==> src/uart_pkg.sv <==
// register map, field positions, reset values and counts of the serial port
// assumes one 50 MHz clock and a synchronous active-high reset
// How it works
// - shifter reloads only after previous stop bit
// - buffer handoff takes one cycle, flag rises
// - buffer-empty flag cleared by buffer write or transmitter disable
// - transmit request gated by its enable bit
// - shifter-empty bit readable, polled, no request
// - enabling transmitter sets buffer-empty flag at once
// - send needs enable, data and baud tick
// - idle shifter takes written byte immediately
// - disabling transmitter aborts frame, releases pin
// - receiver samples line at sixteen times rate
// - reception only while continuous receive enabled
// - after stop bit, push to fifo, flag
// - receive request gated by its enable bit
// - receive flag clears when fifo read empty
// - two-entry fifo, third byte may shift in
// - full fifo at stop sets overrun, drops
// - overrun blocks transfers until receive re-enabled
// - zero stop bit sets framing error
// - framing and ninth bits travel with data
// - nrz frame, lsb first, shared format
// - baud tick at x16 or x64 rate
package uart_pkg;
  // printed offsets are word indices; byte address is four times the index
  localparam logic [7:0] IDX_IRQ_FLAGS   = 8'h0c;
  localparam logic [7:0] IDX_RX_STATUS   = 8'h18;
  localparam logic [7:0] IDX_TX_HOLD     = 8'h19;
  localparam logic [7:0] IDX_RX_HEAD     = 8'h1a;
  localparam logic [7:0] IDX_IRQ_ENABLES = 8'h8c;
  localparam logic [7:0] IDX_TX_STATUS   = 8'h98;
  localparam logic [7:0] IDX_BAUD_DIV    = 8'h99;
  localparam int FLG_RX_AVAIL = 5;
  localparam int FLG_TX_EMPTY = 4;
  localparam int RC_SERIAL_PORT_ENABLE = 7;
  localparam int RC_RX9  = 6;
  localparam int RC_CONTINUOUS_RX_ENABLE = 4;
  localparam int RC_FRAMING_ERROR = 2;
  localparam int RC_OVERRUN_ERROR = 1;
  localparam int RC_RX_NINTH_BIT = 0;
  localparam int TX_TX9  = 6;
  localparam int TX_TX_ENABLE = 5;
  localparam int TX_HIGH_SPEED_SELECT = 2;
  localparam int TX_TX_SHIFTER_EMPTY = 1;
  localparam int TX_TX_NINTH_BIT = 0;
  localparam logic [7:0] RC_WR_MASK  = 8'hf8;
  localparam logic [7:0] TX_WR_MASK  = 8'hf5;
  localparam logic [7:0] RST_PIE     = 8'h00;
  localparam logic [7:0] RST_RECEIVE_STATUS_CONTROL   = 8'h00;
  localparam logic [7:0] RST_TRANSMIT_STATUS_CONTROL   = 8'h02;
  localparam logic [7:0] RST_TXHOLD  = 8'h00;
  localparam logic [7:0] RST_BAUD    = 8'h00;
  localparam logic [1:0] PRESCALE_LAST = 2'h3;
  localparam logic [3:0] PHASE_MID   = 4'h7;
  localparam logic [3:0] PHASE_LAST  = 4'hf;
  localparam logic [3:0] FRAME_BITS8 = 4'ha;
  localparam logic [3:0] FRAME_BITS9 = 4'hb;
  localparam int RX_FIFO_DEPTH = 2;
  localparam logic [1:0] RESP_OKAY   = 2'h0;
  localparam logic [1:0] RESP_DECERR = 2'h3;
endpackage
==> src/serial_core_if.sv <==
// signals between the register core and the two serial engines
// assumes all three parties run on the same clock
`timescale 1ns/100ps
interface serial_core_if;
  logic       tick16;
  logic       tx_en;
  logic       tx_nine;
  logic       hold_valid;
  logic [7:0] hold_data;
  logic       hold_ninth;
  logic       tx_take;
  logic       tx_out;
  logic       tx_idle;
  logic       rx_en;
  logic       rx_nine;
  logic       rx_in;
  logic       rx_done;
  logic [7:0] rx_data;
  logic       rx_ninth;
  logic       rx_framing_error;
  modport ctl (output tick16, tx_en, tx_nine, hold_valid, hold_data,
               hold_ninth, rx_en, rx_nine, rx_in,
               input tx_take, tx_out, tx_idle, rx_done, rx_data,
               rx_ninth, rx_framing_error);
  modport tx_end (input tick16, tx_en, tx_nine, hold_valid, hold_data,
                  hold_ninth, output tx_take, tx_out, tx_idle);
  modport rx_end (input tick16, rx_en, rx_nine, rx_in,
                  output rx_done, rx_data, rx_ninth, rx_framing_error);
endinterface

==> src/async_serial_tx_rx.sv <==
// serial port top: axi4-lite register slave, baud generator, holding
// buffer, receive fifo; instantiates the transmit and receive engines
// assumes serial pins already synchronous to clk
`timescale 1ns/100ps
module async_serial_tx_rx
  import uart_pkg::*;
#(
  parameter int ADDR_W     = 10,
  parameter int FIFO_DEPTH = RX_FIFO_DEPTH
) (
  // clock and reset
  input  wire logic              clk,
  input  wire logic              reset,
  // axi4-lite write address
  input  wire logic [ADDR_W-1:0] s_axi_awaddr,
  input  wire logic              s_axi_awvalid,
  output wire logic              s_axi_awready,
  // axi4-lite write data
  input  wire logic [31:0]       s_axi_wdata,
  input  wire logic [3:0]        s_axi_wstrb,
  input  wire logic              s_axi_wvalid,
  output wire logic              s_axi_wready,
  // axi4-lite write response
  output wire logic [1:0]        s_axi_bresp,
  output wire logic              s_axi_bvalid,
  input  wire logic              s_axi_bready,
  // axi4-lite read address
  input  wire logic [ADDR_W-1:0] s_axi_araddr,
  input  wire logic              s_axi_arvalid,
  output wire logic              s_axi_arready,
  // axi4-lite read data
  output wire logic [31:0]       s_axi_rdata,
  output wire logic [1:0]        s_axi_rresp,
  output wire logic              s_axi_rvalid,
  input  wire logic              s_axi_rready,
  // serial pins
  output wire logic              transmit_pin_out,
  output wire logic              transmit_pin_oe,
  input  wire logic              receive_pin_in,
  // interrupt requests towards the interrupt controller
  output wire logic              tx_irq_req,
  output wire logic              rx_irq_req
);
  localparam int PTR_W = (FIFO_DEPTH > 1) ? $clog2(FIFO_DEPTH) : 1;
  localparam int CNT_W = PTR_W + 1;
  localparam logic [CNT_W-1:0] CNT_FULL = CNT_W'(FIFO_DEPTH);

  function automatic logic reg_hit(input logic [ADDR_W-1:0] addr,
                                   input logic [7:0]        idx);
    reg_hit = (addr[1:0] == 2'b00) && (addr[ADDR_W-1:2] == idx);
  endfunction

  function automatic logic reg_mapped(input logic [ADDR_W-1:0] addr);
    reg_mapped = reg_hit(addr, IDX_IRQ_FLAGS)   ||
                 reg_hit(addr, IDX_RX_STATUS)   ||
                 reg_hit(addr, IDX_TX_HOLD)     ||
                 reg_hit(addr, IDX_RX_HEAD)     ||
                 reg_hit(addr, IDX_IRQ_ENABLES) ||
                 reg_hit(addr, IDX_TX_STATUS)   ||
                 reg_hit(addr, IDX_BAUD_DIV);
  endfunction

  serial_core_if core ();

  // bus state
  logic              aw_held_ff;
  logic [ADDR_W-1:0] aw_addr_ff;
  logic              w_held_ff;
  logic [7:0]        w_data_ff;
  logic              w_lane0_ff;
  logic              bvalid_ff;
  logic [1:0]        bresp_ff;
  logic              rvalid_ff;
  logic [31:0]       rdata_ff;
  logic [1:0]        rresp_ff;
  logic              do_write;
  logic              do_read;
  logic              wr_byte;
  // software registers
  logic [7:0]        pie_ff;
  logic [7:0]        transmit_status_control_ff;
  logic [7:0]        receive_status_control_ff;
  logic [7:0]        baud_div_ff;
  logic [7:0]        hold_data_ff;
  logic              hold_full_ff;
  // baud generator
  logic [7:0]        baud_cnt_ff;
  logic [1:0]        prescale_ff;
  logic              baud_tick;
  // receive fifo
  logic [9:0]        fifo_ff [FIFO_DEPTH];
  logic [PTR_W-1:0]  wr_ptr_ff;
  logic [PTR_W-1:0]  rd_ptr_ff;
  logic [CNT_W-1:0]  count_ff;
  logic              overrun_error_ff;
  logic              push;
  logic              pop;
  logic [9:0]        head;
  // status
  logic              serial_port_enable;
  logic              tx_flag;
  logic              rx_flag;
  logic [7:0]        flags_rd;
  logic [7:0]        transmit_status_control_rd;
  logic [7:0]        receive_status_control_rd;
  logic [7:0]        rd_byte;

  // axi4-lite write path: address and data taken in either order
  assign s_axi_awready = !aw_held_ff && !bvalid_ff;
  assign s_axi_wready  = !w_held_ff && !bvalid_ff;
  assign s_axi_bvalid  = bvalid_ff;
  assign s_axi_bresp   = bresp_ff;
  assign do_write      = aw_held_ff && w_held_ff && !bvalid_ff;
  assign wr_byte       = do_write && w_lane0_ff;

  always_ff @(posedge clk) begin
    if (reset) begin
      aw_held_ff <= 1'b0;
      aw_addr_ff <= '0;
    end else if (s_axi_awvalid && s_axi_awready) begin
      aw_held_ff <= 1'b1;
      aw_addr_ff <= s_axi_awaddr;
    end else if (do_write) begin
      aw_held_ff <= 1'b0;
    end
  end

  always_ff @(posedge clk) begin
    if (reset) begin
      w_held_ff  <= 1'b0;
      w_data_ff  <= 8'h00;
      w_lane0_ff <= 1'b0;
    end else if (s_axi_wvalid && s_axi_wready) begin
      w_held_ff  <= 1'b1;
      w_data_ff  <= s_axi_wdata[7:0];
      w_lane0_ff <= s_axi_wstrb[0];
    end else if (do_write) begin
      w_held_ff <= 1'b0;
    end
  end

  always_ff @(posedge clk) begin
    if (reset) begin
      bvalid_ff <= 1'b0;
      bresp_ff  <= RESP_OKAY;
    end else if (do_write) begin
      bvalid_ff <= 1'b1;
      bresp_ff  <= reg_mapped(aw_addr_ff) ? RESP_OKAY : RESP_DECERR;
    end else if (s_axi_bready) begin
      bvalid_ff <= 1'b0;
    end
  end

  // axi4-lite read path: one read in flight, data registered
  assign s_axi_arready = !rvalid_ff;
  assign s_axi_rvalid  = rvalid_ff;
  assign s_axi_rdata   = rdata_ff;
  assign s_axi_rresp   = rresp_ff;
  assign do_read       = s_axi_arvalid && !rvalid_ff;

  always_comb begin
    rd_byte = 8'h00;
    if (reg_hit(s_axi_araddr, IDX_IRQ_FLAGS))   rd_byte = flags_rd;
    if (reg_hit(s_axi_araddr, IDX_RX_STATUS))   rd_byte = receive_status_control_rd;
    if (reg_hit(s_axi_araddr, IDX_TX_HOLD))     rd_byte = hold_data_ff;
    if (reg_hit(s_axi_araddr, IDX_RX_HEAD))     rd_byte = head[7:0];
    if (reg_hit(s_axi_araddr, IDX_IRQ_ENABLES)) rd_byte = pie_ff;
    if (reg_hit(s_axi_araddr, IDX_TX_STATUS))   rd_byte = transmit_status_control_rd;
    if (reg_hit(s_axi_araddr, IDX_BAUD_DIV))    rd_byte = baud_div_ff;
  end

  always_ff @(posedge clk) begin
    if (reset) begin
      rvalid_ff <= 1'b0;
      rdata_ff  <= 32'h0000_0000;
      rresp_ff  <= RESP_OKAY;
    end else if (do_read) begin
      rvalid_ff <= 1'b1;
      rdata_ff  <= {24'h00_0000, rd_byte};
      rresp_ff  <= reg_mapped(s_axi_araddr) ? RESP_OKAY : RESP_DECERR;
    end else if (s_axi_rready) begin
      rvalid_ff <= 1'b0;
    end
  end

  // control registers; status bits are composed at read time
  always_ff @(posedge clk) begin
    if (reset) begin
      pie_ff      <= RST_PIE;
      transmit_status_control_ff    <= RST_TRANSMIT_STATUS_CONTROL & TX_WR_MASK;
      receive_status_control_ff    <= RST_RECEIVE_STATUS_CONTROL;
      baud_div_ff <= RST_BAUD;
    end else if (wr_byte) begin
      if (reg_hit(aw_addr_ff, IDX_IRQ_ENABLES)) pie_ff <= w_data_ff;
      if (reg_hit(aw_addr_ff, IDX_TX_STATUS))
        transmit_status_control_ff <= w_data_ff & TX_WR_MASK;
      if (reg_hit(aw_addr_ff, IDX_RX_STATUS))
        receive_status_control_ff <= w_data_ff & RC_WR_MASK;
      if (reg_hit(aw_addr_ff, IDX_BAUD_DIV)) baud_div_ff <= w_data_ff;
    end
  end

  // holding buffer; a write in the same cycle as a handoff wins
  always_ff @(posedge clk) begin
    if (reset) begin
      hold_data_ff <= RST_TXHOLD;
      hold_full_ff <= 1'b0;
    end else if (wr_byte && reg_hit(aw_addr_ff, IDX_TX_HOLD)) begin
      hold_data_ff <= w_data_ff;
      hold_full_ff <= 1'b1;
    end else if (core.tx_take) begin
      hold_full_ff <= 1'b0;
    end
  end

  // baud generator: divisor+1 clocks per tick, tick is x16 or x64
  assign serial_port_enable      = receive_status_control_ff[RC_SERIAL_PORT_ENABLE];
  assign baud_tick = serial_port_enable && (baud_cnt_ff == baud_div_ff);

  always_ff @(posedge clk) begin
    if (reset || !serial_port_enable) begin
      baud_cnt_ff <= 8'h00;
      prescale_ff <= 2'h0;
    end else begin
      baud_cnt_ff <= baud_tick ? 8'h00 : baud_cnt_ff + 8'h01;
      if (baud_tick) begin
        prescale_ff <= prescale_ff + 2'h1;
      end
    end
  end

  // the x64 tick is divided by four so both engines see x16
  assign core.tick16 = baud_tick &&
                       (transmit_status_control_ff[TX_HIGH_SPEED_SELECT] ||
                        prescale_ff == PRESCALE_LAST);

  // transmitter hookup
  assign core.tx_en      = serial_port_enable && transmit_status_control_ff[TX_TX_ENABLE];
  assign core.tx_nine    = transmit_status_control_ff[TX_TX9];
  assign core.hold_valid = hold_full_ff;
  assign core.hold_data  = hold_data_ff;
  // ninth bit is taken at handoff, so a late write sends a stale bit
  assign core.hold_ninth = transmit_status_control_ff[TX_TX_NINTH_BIT];
  assign tx_flag         = core.tx_en && !hold_full_ff;
  assign tx_irq_req      = tx_flag && pie_ff[FLG_TX_EMPTY];
  assign transmit_pin_out = core.tx_out;
  assign transmit_pin_oe  = core.tx_en;

  serial_tx_engine u_tx (
    .clk   (clk),
    .reset (reset),
    .core  (core.tx_end)
  );

  // receiver hookup
  assign core.rx_en   = serial_port_enable && receive_status_control_ff[RC_CONTINUOUS_RX_ENABLE];
  assign core.rx_nine = receive_status_control_ff[RC_RX9];
  assign core.rx_in   = receive_pin_in;

  serial_rx_engine u_rx (
    .clk   (clk),
    .reset (reset),
    .core  (core.rx_end)
  );

  // receive fifo; entry is {framing error, ninth bit, data}
  assign push = core.rx_done && !overrun_error_ff &&
                (count_ff != CNT_FULL);
  assign pop  = do_read && reg_hit(s_axi_araddr, IDX_RX_HEAD) &&
                (count_ff != '0);
  assign head = fifo_ff[rd_ptr_ff];

  always_ff @(posedge clk) begin
    if (reset) begin
      for (int i = 0; i < FIFO_DEPTH; i++) begin
        fifo_ff[i] <= 10'h000;
      end
    end else if (push) begin
      fifo_ff[wr_ptr_ff] <= {core.rx_framing_error, core.rx_ninth,
                             core.rx_data};
    end
  end

  always_ff @(posedge clk) begin
    if (reset) begin
      wr_ptr_ff <= '0;
      rd_ptr_ff <= '0;
      count_ff  <= '0;
    end else begin
      if (push) begin
        wr_ptr_ff <= (wr_ptr_ff == PTR_W'(FIFO_DEPTH - 1)) ? '0
                     : wr_ptr_ff + PTR_W'(1);
      end
      if (pop) begin
        rd_ptr_ff <= (rd_ptr_ff == PTR_W'(FIFO_DEPTH - 1)) ? '0
                     : rd_ptr_ff + PTR_W'(1);
      end
      count_ff <= count_ff + CNT_W'(push) - CNT_W'(pop);
    end
  end

  // overrun sticks until the receiver is disabled
  always_ff @(posedge clk) begin
    if (reset || !core.rx_en) begin
      overrun_error_ff <= 1'b0;
    end else if (core.rx_done && count_ff == CNT_FULL) begin
      overrun_error_ff <= 1'b1;
    end
  end

  assign rx_flag    = (count_ff != '0);
  assign rx_irq_req = rx_flag && pie_ff[FLG_RX_AVAIL];

  always_comb begin
    flags_rd = 8'h00;
    flags_rd[FLG_RX_AVAIL] = rx_flag;
    flags_rd[FLG_TX_EMPTY] = tx_flag;
    transmit_status_control_rd = transmit_status_control_ff;
    transmit_status_control_rd[TX_TX_SHIFTER_EMPTY] = core.tx_idle;
    receive_status_control_rd = receive_status_control_ff;
    receive_status_control_rd[RC_FRAMING_ERROR] = head[9];
    receive_status_control_rd[RC_OVERRUN_ERROR] = overrun_error_ff;
    receive_status_control_rd[RC_RX_NINTH_BIT] = head[8];
  end
endmodule

==> src/serial_rx_engine.sv <==
// receive shifter: finds the start edge, samples each bit mid-cell
// assumes tick16 pulses at sixteen times the bit rate, line synchronous
`timescale 1ns/100ps
module serial_rx_engine
  import uart_pkg::*;
(
  // clock and reset
  input wire logic      clk,
  input wire logic      reset,
  // core side
  serial_core_if.rx_end core
);
  typedef enum logic {RX_IDLE, RX_BUSY} rx_state_t;
  rx_state_t  state_ff;
  logic [3:0] phase_ff;
  logic [3:0] idx_ff;
  logic [8:0] sr_ff;
  logic       done_ff;
  logic [7:0] data_ff;
  logic       ninth_ff;
  logic       framing_error_ff;
  logic       armed_ff;
  logic [3:0] nbits;

  assign nbits         = core.rx_nine ? 4'h9 : 4'h8;
  assign core.rx_done  = done_ff;
  assign core.rx_data  = data_ff;
  assign core.rx_ninth = ninth_ff;
  assign core.rx_framing_error  = framing_error_ff;

  always_ff @(posedge clk) begin
    if (reset || !core.rx_en) begin
      state_ff <= RX_IDLE;
      phase_ff <= 4'h0;
      idx_ff   <= 4'h0;
      sr_ff    <= 9'h000;
      done_ff  <= 1'b0;
      data_ff  <= 8'h00;
      ninth_ff <= 1'b0;
      framing_error_ff  <= 1'b0;
      armed_ff <= 1'b0;
    end else begin
      done_ff <= 1'b0;
      if (core.tick16) begin
        if (state_ff == RX_IDLE) begin
          // a start needs a high line first, so the tail of a low stop
          // bit is never taken for the next start
          if (!core.rx_in && armed_ff) begin
            state_ff <= RX_BUSY;
            phase_ff <= 4'h0;
            idx_ff   <= 4'h0;
            armed_ff <= 1'b0;
          end else if (core.rx_in) begin
            armed_ff <= 1'b1;
          end
        end else begin
          phase_ff <= phase_ff + 4'h1;
          if (phase_ff == PHASE_MID) begin
            idx_ff <= idx_ff + 4'h1;
            if (idx_ff == 4'h0 && core.rx_in) begin
              // glitch shorter than half a bit is not a start
              state_ff <= RX_IDLE;
            end else if (idx_ff == nbits + 4'h1) begin
              state_ff <= RX_IDLE;
              done_ff  <= 1'b1;
              framing_error_ff  <= !core.rx_in;
              data_ff  <= core.rx_nine ? sr_ff[7:0] : sr_ff[8:1];
              ninth_ff <= core.rx_nine & sr_ff[8];
            end else if (idx_ff != 4'h0) begin
              sr_ff <= {core.rx_in, sr_ff[8:1]};
            end
          end
        end
      end
    end
  end
endmodule

==> src/serial_tx_engine.sv <==
// transmit shifter: start bit, 8 or 9 data bits lsb first, stop bit
// assumes tick16 pulses at sixteen times the bit rate
`timescale 1ns/100ps
module serial_tx_engine
  import uart_pkg::*;
(
  // clock and reset
  input wire logic      clk,
  input wire logic      reset,
  // core side
  serial_core_if.tx_end core
);
  typedef enum logic {TX_IDLE, TX_SHIFT} tx_state_t;
  tx_state_t   state_ff;
  logic [10:0] frame_ff;
  logic [3:0]  bits_left_ff;
  logic [3:0]  phase_ff;
  logic        bit_end;
  logic        take;

  assign bit_end = core.tick16 && (phase_ff == PHASE_LAST);
  // reload only at the idle state or at the very end of the stop bit
  assign take = core.tx_en && core.hold_valid &&
                (state_ff == TX_IDLE || (bit_end && bits_left_ff == 4'h1));
  assign core.tx_take = take;
  assign core.tx_idle = (state_ff == TX_IDLE);
  assign core.tx_out  = (state_ff == TX_IDLE) ? 1'b1 : frame_ff[0];

  always_ff @(posedge clk) begin
    if (reset || !core.tx_en) begin
      state_ff     <= TX_IDLE;
      frame_ff     <= '1;
      bits_left_ff <= 4'h0;
      phase_ff     <= 4'h0;
    end else if (take) begin
      state_ff     <= TX_SHIFT;
      frame_ff     <= {1'b1, core.tx_nine ? core.hold_ninth : 1'b1,
                       core.hold_data, 1'b0};
      bits_left_ff <= core.tx_nine ? FRAME_BITS9 : FRAME_BITS8;
      phase_ff     <= 4'h0;
    end else if (state_ff == TX_SHIFT && core.tick16) begin
      phase_ff <= phase_ff + 4'h1;
      if (bit_end) begin
        frame_ff     <= {1'b1, frame_ff[10:1]};
        bits_left_ff <= bits_left_ff - 4'h1;
        if (bits_left_ff == 4'h1) begin
          state_ff <= TX_IDLE;
        end
      end
    end
  end
endmodule

==> config.mk <==
export PLATFORM = sky130hd
export DESIGN_NAME = async_serial_tx_rx
export DESIGN_NICKNAME = d
export VERILOG_FILES = /design/src/uart_pkg.sv /design/src/serial_core_if.sv /design/src/async_serial_tx_rx.sv /design/src/serial_rx_engine.sv /design/src/serial_tx_engine.sv
export SDC_FILE = /design/constraint.sdc
export NUM_CORES = 1
export LEC_CHECK = 0
export ABC_AREA = 0
export BUFFER_PORTS_ARGS = -buffer_cell sky130_fd_sc_hd__buf_2
export CAP_MARGIN = 20
export CORE_MARGIN = 3
export CORE_UTILIZATION = 57
export DETAILED_ROUTE_END_ITERATION = 8
export PLACE_DENSITY = 0.76
export SLEW_MARGIN = 20
export SYNTH_ARGS = -nofsm -noshare
export SYNTH_HDL_FRONTEND = slang
export SYNTH_SLANG_ARGS = --single-unit
==> constraint.sdc <==
create_clock -name clk -period 3.7 [get_ports clk]
set_input_delay 0.37 -clock clk [delete_from_list [all_inputs] [get_ports clk]]
set_output_delay 0.37 -clock clk [all_outputs]
set_load 0.02 [all_outputs]
==> results of run 1 <==
-- placed cells by master (no fill, tap or decap), types with 6 or more instances in the layout --
cell type and instances:
sky130_fd_sc_hd__dfxtp_1 134, sky130_fd_sc_hd__nor2_1 96, sky130_fd_sc_hd__mux2i_1 79, sky130_fd_sc_hd__nand2_1 65, sky130_fd_sc_hd__a21oi_1 59, sky130_fd_sc_hd__buf_2 57
sky130_fd_sc_hd__and2_1 24, sky130_fd_sc_hd__conb_1 24, sky130_fd_sc_hd__edfxtp_1 20, sky130_fd_sc_hd__o21ai_0 19, sky130_fd_sc_hd__clkbuf_16 17, sky130_fd_sc_hd__inv_1 16
sky130_fd_sc_hd__nand3_1 16, sky130_fd_sc_hd__nor3_1 15, sky130_fd_sc_hd__xnor2_1 14, sky130_fd_sc_hd__nand2b_1 13, sky130_fd_sc_hd__a211oi_1 12, sky130_fd_sc_hd__xor2_1 10
sky130_fd_sc_hd__ha_1 10, sky130_fd_sc_hd__nor3b_1 9, sky130_fd_sc_hd__nand3b_1 8, sky130_fd_sc_hd__nor2b_1 8, sky130_fd_sc_hd__nor4_1 7, sky130_fd_sc_hd__o22ai_1 6
sky130_fd_sc_hd__clkbuf_1 6
-- state kept, by name, indices dropped and copies added, names as in the netlist, 9 cells and up, named ones only --
register / flops
aw_addr_ff: 10
u_tx.frame_ff: 10
u_rx.sr_ff: 9
fifo_ff: 20
-- cell type report --
class	instances	area share [%]
inverters	16	0.7654
well taps	168	2.679
flip-flops and latches	154	41.84
repair buffers	62	4.210
clock buffers	28	6.586
clock inverters	2	0.1595
multi-input cells	552	43.76
-- metrics by stage --
stage,hold slack (ns),std cells,power (mW)
final,0.1371,982,3.488
after global routing,0.1224,982,3.607
after CTS,0.1195,982,3.509
after detailed placement,0.4523,952,1.963
after global placement,0.4381,951,1.959
after floorplan,0.4315,790,1.929
-- where the power goes --
group,switching [mW],internal (mW)
Sequential,0.0284,1.72
Combinational,0.121,0.0561
Clock,0.620,0.938
-- final timing paths --
path,from,end,slack [ns],depth (start not counted)
worst max-delay path,baud_cnt_ff[4],u_tx.bits_left_ff[1],1.00,6
worst max register to register,baud_cnt_ff[4],u_tx.bits_left_ff[1],1.00,6
worst min register to register,aw_addr_ff[1],aw_addr_ff[1],0.46,2
worst min-delay path,s_axi_rready,s_axi_rvalid,0.14,2
-- cell usage after synthesis, drive strengths merged, types with 9 or more instances --
master and n:
nor2 96, xor2 10, edfxtp 20, nand2b 13, buf 39, a21oi 59
inv 16, clkbuf 29, o21ai 19, dfxtp 134, mux2i 79, nand3 16
a211oi 12, nor3 16, nand2 66, ha 10, nor3b 9, xnor2 14
and2 24
-- routing by layer --
layer  GRT usage, %  wire (um)
met1          27.15       6644
met2          37.61       7288
met3          5.979        809
met4          8.284        230
met5              0          7
-- cells by family after synthesis --
family                   count (synthesis)  synth area share, %
adder cells (fa/ha/maj)                 10                1.771
other                                    1              0.05307
flip-flops                             154                46.46
XOR/XNOR                                24                2.974
AO/OA/AOI/OAI                          124                10.59
multiplexers                            80                11.51
AND/OR/NAND/NOR                        290                20.33
buffers and inverters                   84                6.321
==> run summary, run 1 <==
number of ports placed on the die boundary - 109
number of warnings issued by yosys - 0
number of distinct library cell variants in the gate-level netlist after synthesis - 58
CTS tree - built
Post CTS Setup Buffer Count - 0
sequential share of the synthesized area - 46.46%
tightest slew margin relative to the limit - 40.15%
number of nets in the finished design - 877
Filler Cells Inserted - 984
leading area contributor after synthesis - sky130_fd_sc_hd__dfxtp_1
drt wl/cell - 15.25 um
post-synthesis sequential element count - 154
type of the most critical hold path - input pin to register
most used flip-flop cell after synthesis - sky130_fd_sc_hd__dfxtp_1
deepest level of the CTS H-tree - 4
weighted congestion reported at the end of routability-driven placement - 0.9131
final worst-path setup slack - 1.002 ns
violation count after the first detailed-routing iteration - 304
fraction of final layout cells with drive strength greater than 1 - 12.29%
synthesized area per cell - 9.214 um^2
floorplan die width - 117.3 um
count of flip-flops with a built-in enable after synthesis - 20
number of buffer cells added on primary ports - 57
insertion delay of the later-clocked pin in the worst-skew pair - 0.42 ns
Cell Rows - 40
Sinks on Clock Net - 154
reported max-cap violation count - 0
clk_skew - 0.008018 ns
total length of routed wires - 14.98 mm
Detailed Routing Iterations Pass 1 - 5
hold buffer count at cts - 0
area of the core region - 0.01206 mm^2
Resized cells post-CTS - 0
Slew Limit Fails - 0
Critical Path Slowest Stage Cell - sky130_fd_sc_hd__nand3_1
post-synthesis cell area - 0.007067 mm^2
post-detailed-route count of antenna-violating nets - 0
Final Core Density - 65.05%
CP top delay family - simple AND/OR/NAND/NOR gates
Final Setup Violations - 0
register cell area after layout - 0.003283 mm^2
footprint of the multi-input gates - 0.003433 mm^2
CP Capture Type - register
area added between synthesis and finish - 11.03%
diodes inserted - 0
grt total ovfl - 0
post-route clock period utilization - 72.92%
setup total negative slack - 0 ns
kind of start point of the critical path - register
average via count per standard cell - 5.431
Root Driver - sky130_fd_sc_hd__clkbuf_16
Hold Fails Final Rpt - 0
number of global-route vias before repair - 5120
standby leakage power - 3.214 nW
vertical die dimension - 117.3 um
fmax - 0.3707 GHz
number of buffers between clock root and the deepest sink - 2
WP data arrival - 3.04 ns
antenna violations before repair - 1
top cell type's share of synthesized area - 37.96%
starting density of the core - 58.59%
full die area - 0.01377 mm^2
slew at the pin closest to its max-slew limit - 0.8958 ns
total global-route track usage - 22.19%
proportion of register bits with asynchronous set or reset after synthesis - 0%
critical path class - register to register
dpl hpwl - 10.92 mm
Synth Instances - 767
data required time at the worst endpoint - 4.05 ns
pin count of the biggest net entering global routing - 52
Inserted Clock Buffers - 17
via count of the routed design - 5333
final standard cell area without fillers - 0.007846 mm^2
min cycle time layout - 2.698 ns
remaining design rule violation count - 0
largest driver fanout on the critical path - 13
worst slack, placed - 0.6713 ns
cell-by-cell listing of the critical path - xnor2_1, nand4_1, nor3_2, nand3_1, or2_2, a31oi_1
maximum ir drop on the vdd rail - 393.2 uV
Critical Path Max Stage Delay - 0.66 ns
Placement Cell Area - 0.007313 mm^2
RSZ-0062 raised after global routing - false
result of the run - finished clean
clock slew at the register clock pins of the worst setup and hold paths - 0.06 ns
buffering stage count on the worst path with inverters included - 0
ratio of total power to cell area - 444.6 mW/mm^2
cell types with the largest area share after synthesis - sky130_fd_sc_hd__dfxtp_1, sky130_fd_sc_hd__mux2i_1, sky130_fd_sc_hd__edfxtp_1
wire length of the first global-routing pass - 24.84 mm
No activity file was read; power rests on OpenSTA's default activity.
==> run 2: changes to the inputs <==
==> constraint.sdc (replaced) <==
create_clock -name clk -period 2.7 [get_ports clk]
set_input_delay 0.27 -clock clk [delete_from_list [all_inputs] [get_ports clk]]
set_output_delay 0.27 -clock clk [all_outputs]
set_load 0.02 [all_outputs]
==> run summary, run 2 (synthesized netlist as in run 1, its figures left out) <==
result of the run - finished clean (unchanged)
Sinks on Clock Net - 154 (unchanged)
deepest level of the CTS H-tree - 4 (unchanged)
area of the core region - 0.01206 mm^2 (unchanged)
ratio of total power to cell area - 616.8 mW/mm^2 (was 444.6 mW/mm^2)
tightest slew margin relative to the limit - 35.18% (was 40.15%)
average via count per standard cell - 5.560 (was 5.431)
clk_skew - 0.007150 ns (was 0.008018 ns)
Final Setup Violations - 0 (unchanged)
net load switching power - 1.103 mW (was 0.7696 mW)
standby leakage power - 3.302 nW (was 3.214 nW)
combinational power share - 5.2% (was 5.1%)
data required time at the worst endpoint - 3.01 ns (was 4.05 ns)
Clk pwr share - 45.9% (was 44.7%)
critical path class - register to register (unchanged)
vertical die dimension - 117.3 um (unchanged)
worst hold start - s_axi_rready (unchanged)
switching part of the total - 22.44% (was 22.06%)
total global-route track usage - 23.93% (was 22.19%)
full die area - 0.01377 mm^2 (unchanged)
area added between synthesis and finish - 12.84% (was 11.03%)
fmax - 0.4013 GHz (was 0.3707 GHz)
violation count after the first detailed-routing iteration - 414 (was 304)
Root Driver - sky130_fd_sc_hd__clkbuf_16 (unchanged)
type of the most critical hold path - input pin to register (unchanged)
wire length of the first global-routing pass - 26.56 mm (was 24.84 mm)
kind of start point of the critical path - register (unchanged)
leading registers by flop count - fifo_ff: 20 flops, aw_addr_ff: 10 flops, u_tx.frame_ff: 10 flops (unchanged)
RSZ-0062 raised after global routing - false (unchanged)
diodes inserted - 0 (unchanged)
starting density of the core - 58.59% (unchanged)
remaining design rule violation count - 0 (unchanged)
number of buffers between clock root and the deepest sink - 2 (unchanged)
number of nets in the finished design - 889 (was 877)
via count of the routed design - 5538 (was 5333)
most flop-heavy register - fifo_ff (unchanged)
Final Core Density - 66.11% (was 65.05%)
Post CTS Setup Buffer Count - 0 (unchanged)
grt total ovfl - 0 (unchanged)
Filler Cells Inserted - 1003 (was 984)
buffering stage count on the worst path with inverters included - 1 (was 0)
total length of routed wires - 16.44 mm (was 14.98 mm)
cell-by-cell listing of the critical path - xnor2_1, nand4_1, nor4b_2, buf_4, nand3_1, mux2i_1, nor2_1 (was xnor2_1, nand4_1, nor3_2, nand3_1, or2_2, a31oi_1)
Cell Rows - 40 (unchanged)
commonest cells after routing, fill and taps aside - sky130_fd_sc_hd__dfxtp_1, sky130_fd_sc_hd__nor2_1, sky130_fd_sc_hd__mux2i_1 (unchanged)
floorplan die width - 117.3 um (unchanged)
setup total negative slack - 0 ns (unchanged)
reported max-cap violation count - 0 (unchanged)
pin count of the biggest net entering global routing - 53 (was 52)
Slew Limit Fails - 0 (unchanged)
final standard cell area without fillers - 0.007974 mm^2 (was 0.007846 mm^2)
CP Capture Type - register (unchanged)
insertion delay of the later-clocked pin in the worst-skew pair - 0.42 ns (about the same)
CP top delay family - simple AND/OR/NAND/NOR gates (unchanged)
Inserted Clock Buffers - 17 (unchanged)
Cells after DPL - 964 (was 952)
Internal Dissipation - 3.815 mW (was 2.719 mW)
Critical Path Slowest Stage Cell - sky130_fd_sc_hd__nor4b_2 (was sky130_fd_sc_hd__nand3_1)
Detailed Routing Iterations Pass 1 - 5 (unchanged)
number of global-route vias before repair - 5294 (was 5120)
most frequent standard cell in the layout excluding fill and tap cells - sky130_fd_sc_hd__dfxtp_1 (unchanged)
Worst setup startpoint - baud_cnt_ff[2] (was baud_cnt_ff[4])
min cycle time layout - 2.492 ns (was 2.698 ns)
Critical Path Max Stage Delay - 0.47 ns (was 0.66 ns)
largest driver fanout on the critical path - 13 (unchanged)
post-route clock period utilization - 92.29% (was 72.92%)
hold buffer count at cts - 0 (unchanged)
Post-Layout Cell Count - 996 (was 982)
CTS tree - built (unchanged)
clock slew at the register clock pins of the worst setup and hold paths - 0.06 ns (about the same)
dpl hpwl - 11.61 mm (was 10.92 mm)
Hold Fails Final Rpt - 0 (unchanged)
number of flip-flops in the largest register - 20 (unchanged)
Placement Cell Area - 0.007396 mm^2 (was 0.007313 mm^2)
Resized cells post-CTS - 0 (unchanged)
weighted congestion reported at the end of routability-driven placement - 0.8852 (was 0.9131)
slew at the pin closest to its max-slew limit - 0.9650 ns (was 0.8958 ns)
number of ports placed on the die boundary - 109 (unchanged)
sequential group share of total power - 48.9% (was 50.3%)
post-detailed-route count of antenna-violating nets - 0 (unchanged)
drt wl/cell - 16.50 um (was 15.25 um)
number of buffer cells added on primary ports - 57 (unchanged)
maximum ir drop on the vdd rail - 430.6 uV (was 393.2 uV)
WP data arrival - 2.80 ns (was 3.04 ns)
source of the worst register-to-register timing path - baud_cnt_ff[2] (was baud_cnt_ff[4])
antenna violations before repair - 0 (was 1)
fraction of final layout cells with drive strength greater than 1 - 14.25% (was 12.29%)
run 2: cell count changes in the layout (fill, tap and decap cells not counted), sizes merged:
cell and change:
clkbuf -2, buf +12, clkinv +5, clkinvlp -1
run 2: routing by layer:
metal  vias to the layer above  GRT usage, %  wire length, um
met2                       124         41.33             8184
met1                      2678         29.31             7162
met5                         -             0                0
met4                         0         7.331              229
met3                        22         6.413              857
li1                       2714             -                -
run 2: through the flow:
step	worst slack, ns	hold WS (ns)	power (mW)
6_report	0.2082	0.03068	4.918
3_3_place_gp	0.004034	0.4378	2.695
3_5_place_dp	-0.05162	0.4491	2.705
2_1_floorplan	0.09490	0.3701	2.643
4_1_cts	0.1838	0.02676	4.933
5_1_grt	0.01898	0.02160	5.082
run 2: worst paths after layout:
| check | to | slack (ns) | cells after the start |
|---|---|---|---|
| setup / recovery | u_rx.sr_ff[4] | 0.21 | 7 |
| hold / removal | s_axi_rvalid | 0.03 | 2 |
| hold reg to reg | w_lane0_ff | 0.46 | 2 |
| setup reg to reg | u_rx.sr_ff[4] | 0.21 | 7 |
run 2: layout make-up:
type | count | area (um^2) | share of cell area [%]
inverter | 16 | 60.06 | 0.7532
tap | 168 | 210.2 | 2.636
clock buffer | 26 | 540.5 | 6.779
multi-input combinational | 552 | 3433 | 43.06
clock inverter | 6 | 33.78 | 0.4237
sequential | 154 | 3283 | 41.17
timing repair buffer | 74 | 412.9 | 5.178
run 2: power groups by stage:
stage               clock network (mW)  registers (mW)  logic, mW
finish                            2.26            2.41      0.254
global route                      2.39            2.41      0.278
CTS                               2.28            2.41      0.253
detailed placement                   0            2.45      0.251
global placement                     0            2.45      0.244
floorplan                            0            2.44      0.201
==> run 3: changes to the inputs <==
--- a/config.mk
+++ b/config.mk
@@ -9,9 +9,9 @@
 export BUFFER_PORTS_ARGS = -buffer_cell sky130_fd_sc_hd__buf_2
 export CAP_MARGIN = 20
 export CORE_MARGIN = 3
-export CORE_UTILIZATION = 57
+export CORE_UTILIZATION = 60
 export DETAILED_ROUTE_END_ITERATION = 8
-export PLACE_DENSITY = 0.76
+export PLACE_DENSITY = 0.8
 export SLEW_MARGIN = 20
 export SYNTH_ARGS = -nofsm -noshare
 export SYNTH_HDL_FRONTEND = slang
==> constraint.sdc (replaced) <==
create_clock -name clk -period 3.1 [get_ports clk]
set_input_delay 0.31 -clock clk [delete_from_list [all_inputs] [get_ports clk]]
set_output_delay 0.31 -clock clk [all_outputs]
set_load 0.02 [all_outputs]
==> run summary, run 3 (synthesized netlist as in run 1, its figures left out) <==
most flop-heavy register - fifo_ff (unchanged)
slew at the pin closest to its max-slew limit - 1.036 ns (was 0.9650 ns)
maximum ir drop on the vdd rail - 758.4 uV (was 430.6 uV)
setup total negative slack - 0 ns (unchanged)
hold buffer count at cts - 0 (unchanged)
CP top delay family - simple AND/OR/NAND/NOR gates (unchanged)
Sinks on Clock Net - 154 (unchanged)
starting density of the core - 61.63% (was 58.59%)
commonest cells after routing, fill and taps aside - sky130_fd_sc_hd__dfxtp_1, sky130_fd_sc_hd__nor2_1, sky130_fd_sc_hd__mux2i_1 (unchanged)
deepest level of the CTS H-tree - 4 (unchanged)
clk_skew - 0.007334 ns (was 0.007150 ns)
Final Setup Violations - 0 (unchanged)
largest driver fanout on the critical path - 13 (unchanged)
remaining design rule violation count - 0 (unchanged)
cell-by-cell listing of the critical path - xnor2_1, nand4_1, nor4b_2, buf_4, nand3_1, mux2i_1, nor2_1 (unchanged)
Post-Layout Cell Count - 963 (was 996)
Cells after DPL - 931 (was 964)
Reg2Reg Setup Slack - 0.62 ns (was 0.21 ns)
wire length of the first global-routing pass - 25.25 mm (was 26.56 mm)
area added between synthesis and finish - 12.23% (was 12.84%)
switching part of the total - 22.01% (was 22.44%)
grt total ovfl - 0 (unchanged)
net load switching power - 0.9891 mW (was 1.103 mW)
number of buffers between clock root and the deepest sink - 2 (unchanged)
Hold Fails Final Rpt - 0 (unchanged)
count of cell instances traversed by the critical path - 7 (unchanged)
Resized cells post-CTS - 0 (unchanged)
Slew Limit Fails - 0 (unchanged)
fmax - 0.4033 GHz (was 0.4013 GHz)
standby leakage power - 3.274 nW (was 3.302 nW)
type of the most critical hold path - input pin to register (unchanged)
pin count of the biggest net entering global routing - 43 (was 53)
Final Core Density - 69.17% (was 66.11%)
worst hold start - s_axi_rready (unchanged)
sequential group share of total power - 46.6% (was 48.9%)
number of flip-flops in the largest register - 20 (unchanged)
min cycle time layout - 2.480 ns (was 2.492 ns)
weighted congestion reported at the end of routability-driven placement - 0.8848 (was 0.8852)
vertical die dimension - 114.5 um (was 117.3 um)
leading registers by flop count - fifo_ff: 20 flops, aw_addr_ff: 10 flops, u_tx.frame_ff: 10 flops (unchanged)
floorplan die width - 114.5 um (was 117.3 um)
depth of the most critical reg-to-reg path - 7 (unchanged)
number of ports placed on the die boundary - 109 (unchanged)
buffering stage count on the worst path with inverters included - 1 (unchanged)
average via count per standard cell - 5.710 (was 5.560)
CP Capture Type - register (unchanged)
combinational power share - 4.8% (was 5.2%)
fraction of final layout cells with drive strength greater than 1 - 13.17% (was 14.25%)
worst r2r dst - u_rx.sr_ff[3] (was u_rx.sr_ff[4])
number of nets in the finished design - 881 (was 889)
reported max-cap violation count - 0 (unchanged)
tightest slew margin relative to the limit - 30.79% (was 35.18%)
clock slew at the register clock pins of the worst setup and hold paths - 0.06 ns (about the same)
total global-route track usage - 24.65% (was 23.93%)
Internal Dissipation - 3.504 mW (was 3.815 mW)
worst hold margin - 0.07896 ns (was 0.03068 ns)
via count of the routed design - 5499 (was 5538)
WP data arrival - 2.79 ns (was 2.80 ns)
Root Driver - sky130_fd_sc_hd__clkbuf_16 (unchanged)
kind of start point of the critical path - register (unchanged)
dpl hpwl - 11.10 mm (was 11.61 mm)
total length of routed wires - 15.71 mm (was 16.44 mm)
Detailed Routing Iterations Pass 1 - 5 (unchanged)
post-route clock period utilization - 79.98% (was 92.29%)
post-detailed-route count of antenna-violating nets - 0 (unchanged)
Critical Path Slowest Stage Cell - sky130_fd_sc_hd__nor4b_2 (unchanged)
Inserted Clock Buffers - 17 (unchanged)
area of the core region - 0.01147 mm^2 (was 0.01206 mm^2)
violation count after the first detailed-routing iteration - 440 (was 414)
CTS tree - built (unchanged)
Critical Path Max Stage Delay - 0.50 ns (was 0.47 ns)
full die area - 0.01312 mm^2 (was 0.01377 mm^2)
insertion delay of the later-clocked pin in the worst-skew pair - 0.43 ns (was 0.42 ns)
diodes inserted - 0 (unchanged)
ratio of total power to cell area - 566.5 mW/mm^2 (was 616.8 mW/mm^2)
Clk pwr share - 48.6% (was 45.9%)
Critical path destination - u_rx.sr_ff[3] (was u_rx.sr_ff[4])
most frequent standard cell in the layout excluding fill and tap cells - sky130_fd_sc_hd__dfxtp_1 (unchanged)
number of global-route vias before repair - 5168 (was 5294)
number of buffer cells added on primary ports - 57 (unchanged)
drt wl/cell - 16.32 um (was 16.50 um)
critical path class - register to register (unchanged)
antenna violations before repair - 0 (unchanged)
source of the worst register-to-register timing path - baud_cnt_ff[4] (was baud_cnt_ff[2])
Cell Rows - 39 (was 40)
Post CTS Setup Buffer Count - 0 (unchanged)
data required time at the worst endpoint - 3.41 ns (was 3.01 ns)
result of the run - finished clean (unchanged)
Worst setup startpoint - baud_cnt_ff[4] (was baud_cnt_ff[2])
RSZ-0062 raised after global routing - false (unchanged)
-- run 3: cell types whose count changed in the layout (fill, tap and decap cells not counted), sizes merged --
| cell | change |
|---|---|
| buf | -8 |
| bufinv | +4 |
| clkbuf | -7 |
| clkinv | +1 |
| clkinvlp | +2 |
-- run 3: power groups by stage --
| stage | clock network (mW) | logic [mW] | registers (mW) |
|---|---|---|---|
| 2_1_floorplan | 0 | 0.175 | 2.13 |
| 5_1_grt | 2.28 | 0.237 | 2.10 |
| 3_3_place_gp | 0 | 0.207 | 2.13 |
| 3_5_place_dp | 0 | 0.211 | 2.14 |
| 4_1_cts | 2.20 | 0.213 | 2.09 |
| 6_report | 2.18 | 0.215 | 2.10 |
-- run 3: through the flow --
stage	area, um^2	power, mW	worst slack (ns)
final	7931	4.493	0.6205
after global routing	7931	4.613	0.4660
after CTS	7931	4.507	0.6132
after detailed placement	7305	2.348	0.2019
after global placement	7305	2.341	0.2682
after floorplan	7153	2.302	0.4549
-- run 3: cell type report --
| class | count | area [um^2] |
|---|---|---|
| Fill cell | 880 | 3536 |
| Multi-Input combinational cell | 552 | 3430 |
| Sequential cell | 154 | 3283 |
| Clock buffer | 19 | 452.9 |
| Timing Repair Buffer | 66 | 352.8 |
| Tap cell | 143 | 178.9 |
| Clock inverter | 13 | 173.9 |
| Inverter | 16 | 60.06 |
-- run 3: per-layer routing --
metal,share of wire [%],vias to the layer above,GRT usage (%)
met3,5.9,33,6.290
li1,-,2696,-
met2,49,157,42.14
met1,42,2613,29.22
met4,2.6,0,10.69
met5,0,-,0
-- run 3: worst min-delay path by stage --
stage | endpoint | slack (ns) | cells after the start
floorplan | s_axi_rvalid | 0.41 | 1
global placement | s_axi_rdata[7] | 0.44 | 2
detailed placement | aw_addr_ff[0] | 0.45 | 2
CTS | s_axi_rvalid | 0.07 | 2
global route | s_axi_rvalid | 0.09 | 2
finish | s_axi_rvalid | 0.08 | 2
-- run 3: worst reg2reg max path, cell delays in order (launching register included) --
cell	delay [ns]
sky130_fd_sc_hd__dfxtp_1	0.41
sky130_fd_sc_hd__xnor2_1	0.14
sky130_fd_sc_hd__nand4_1	0.21
sky130_fd_sc_hd__nor4b_2	0.50
sky130_fd_sc_hd__buf_4	0.27
sky130_fd_sc_hd__nand3_1	0.44
sky130_fd_sc_hd__mux2i_1	0.33
sky130_fd_sc_hd__nor2_1	0.06
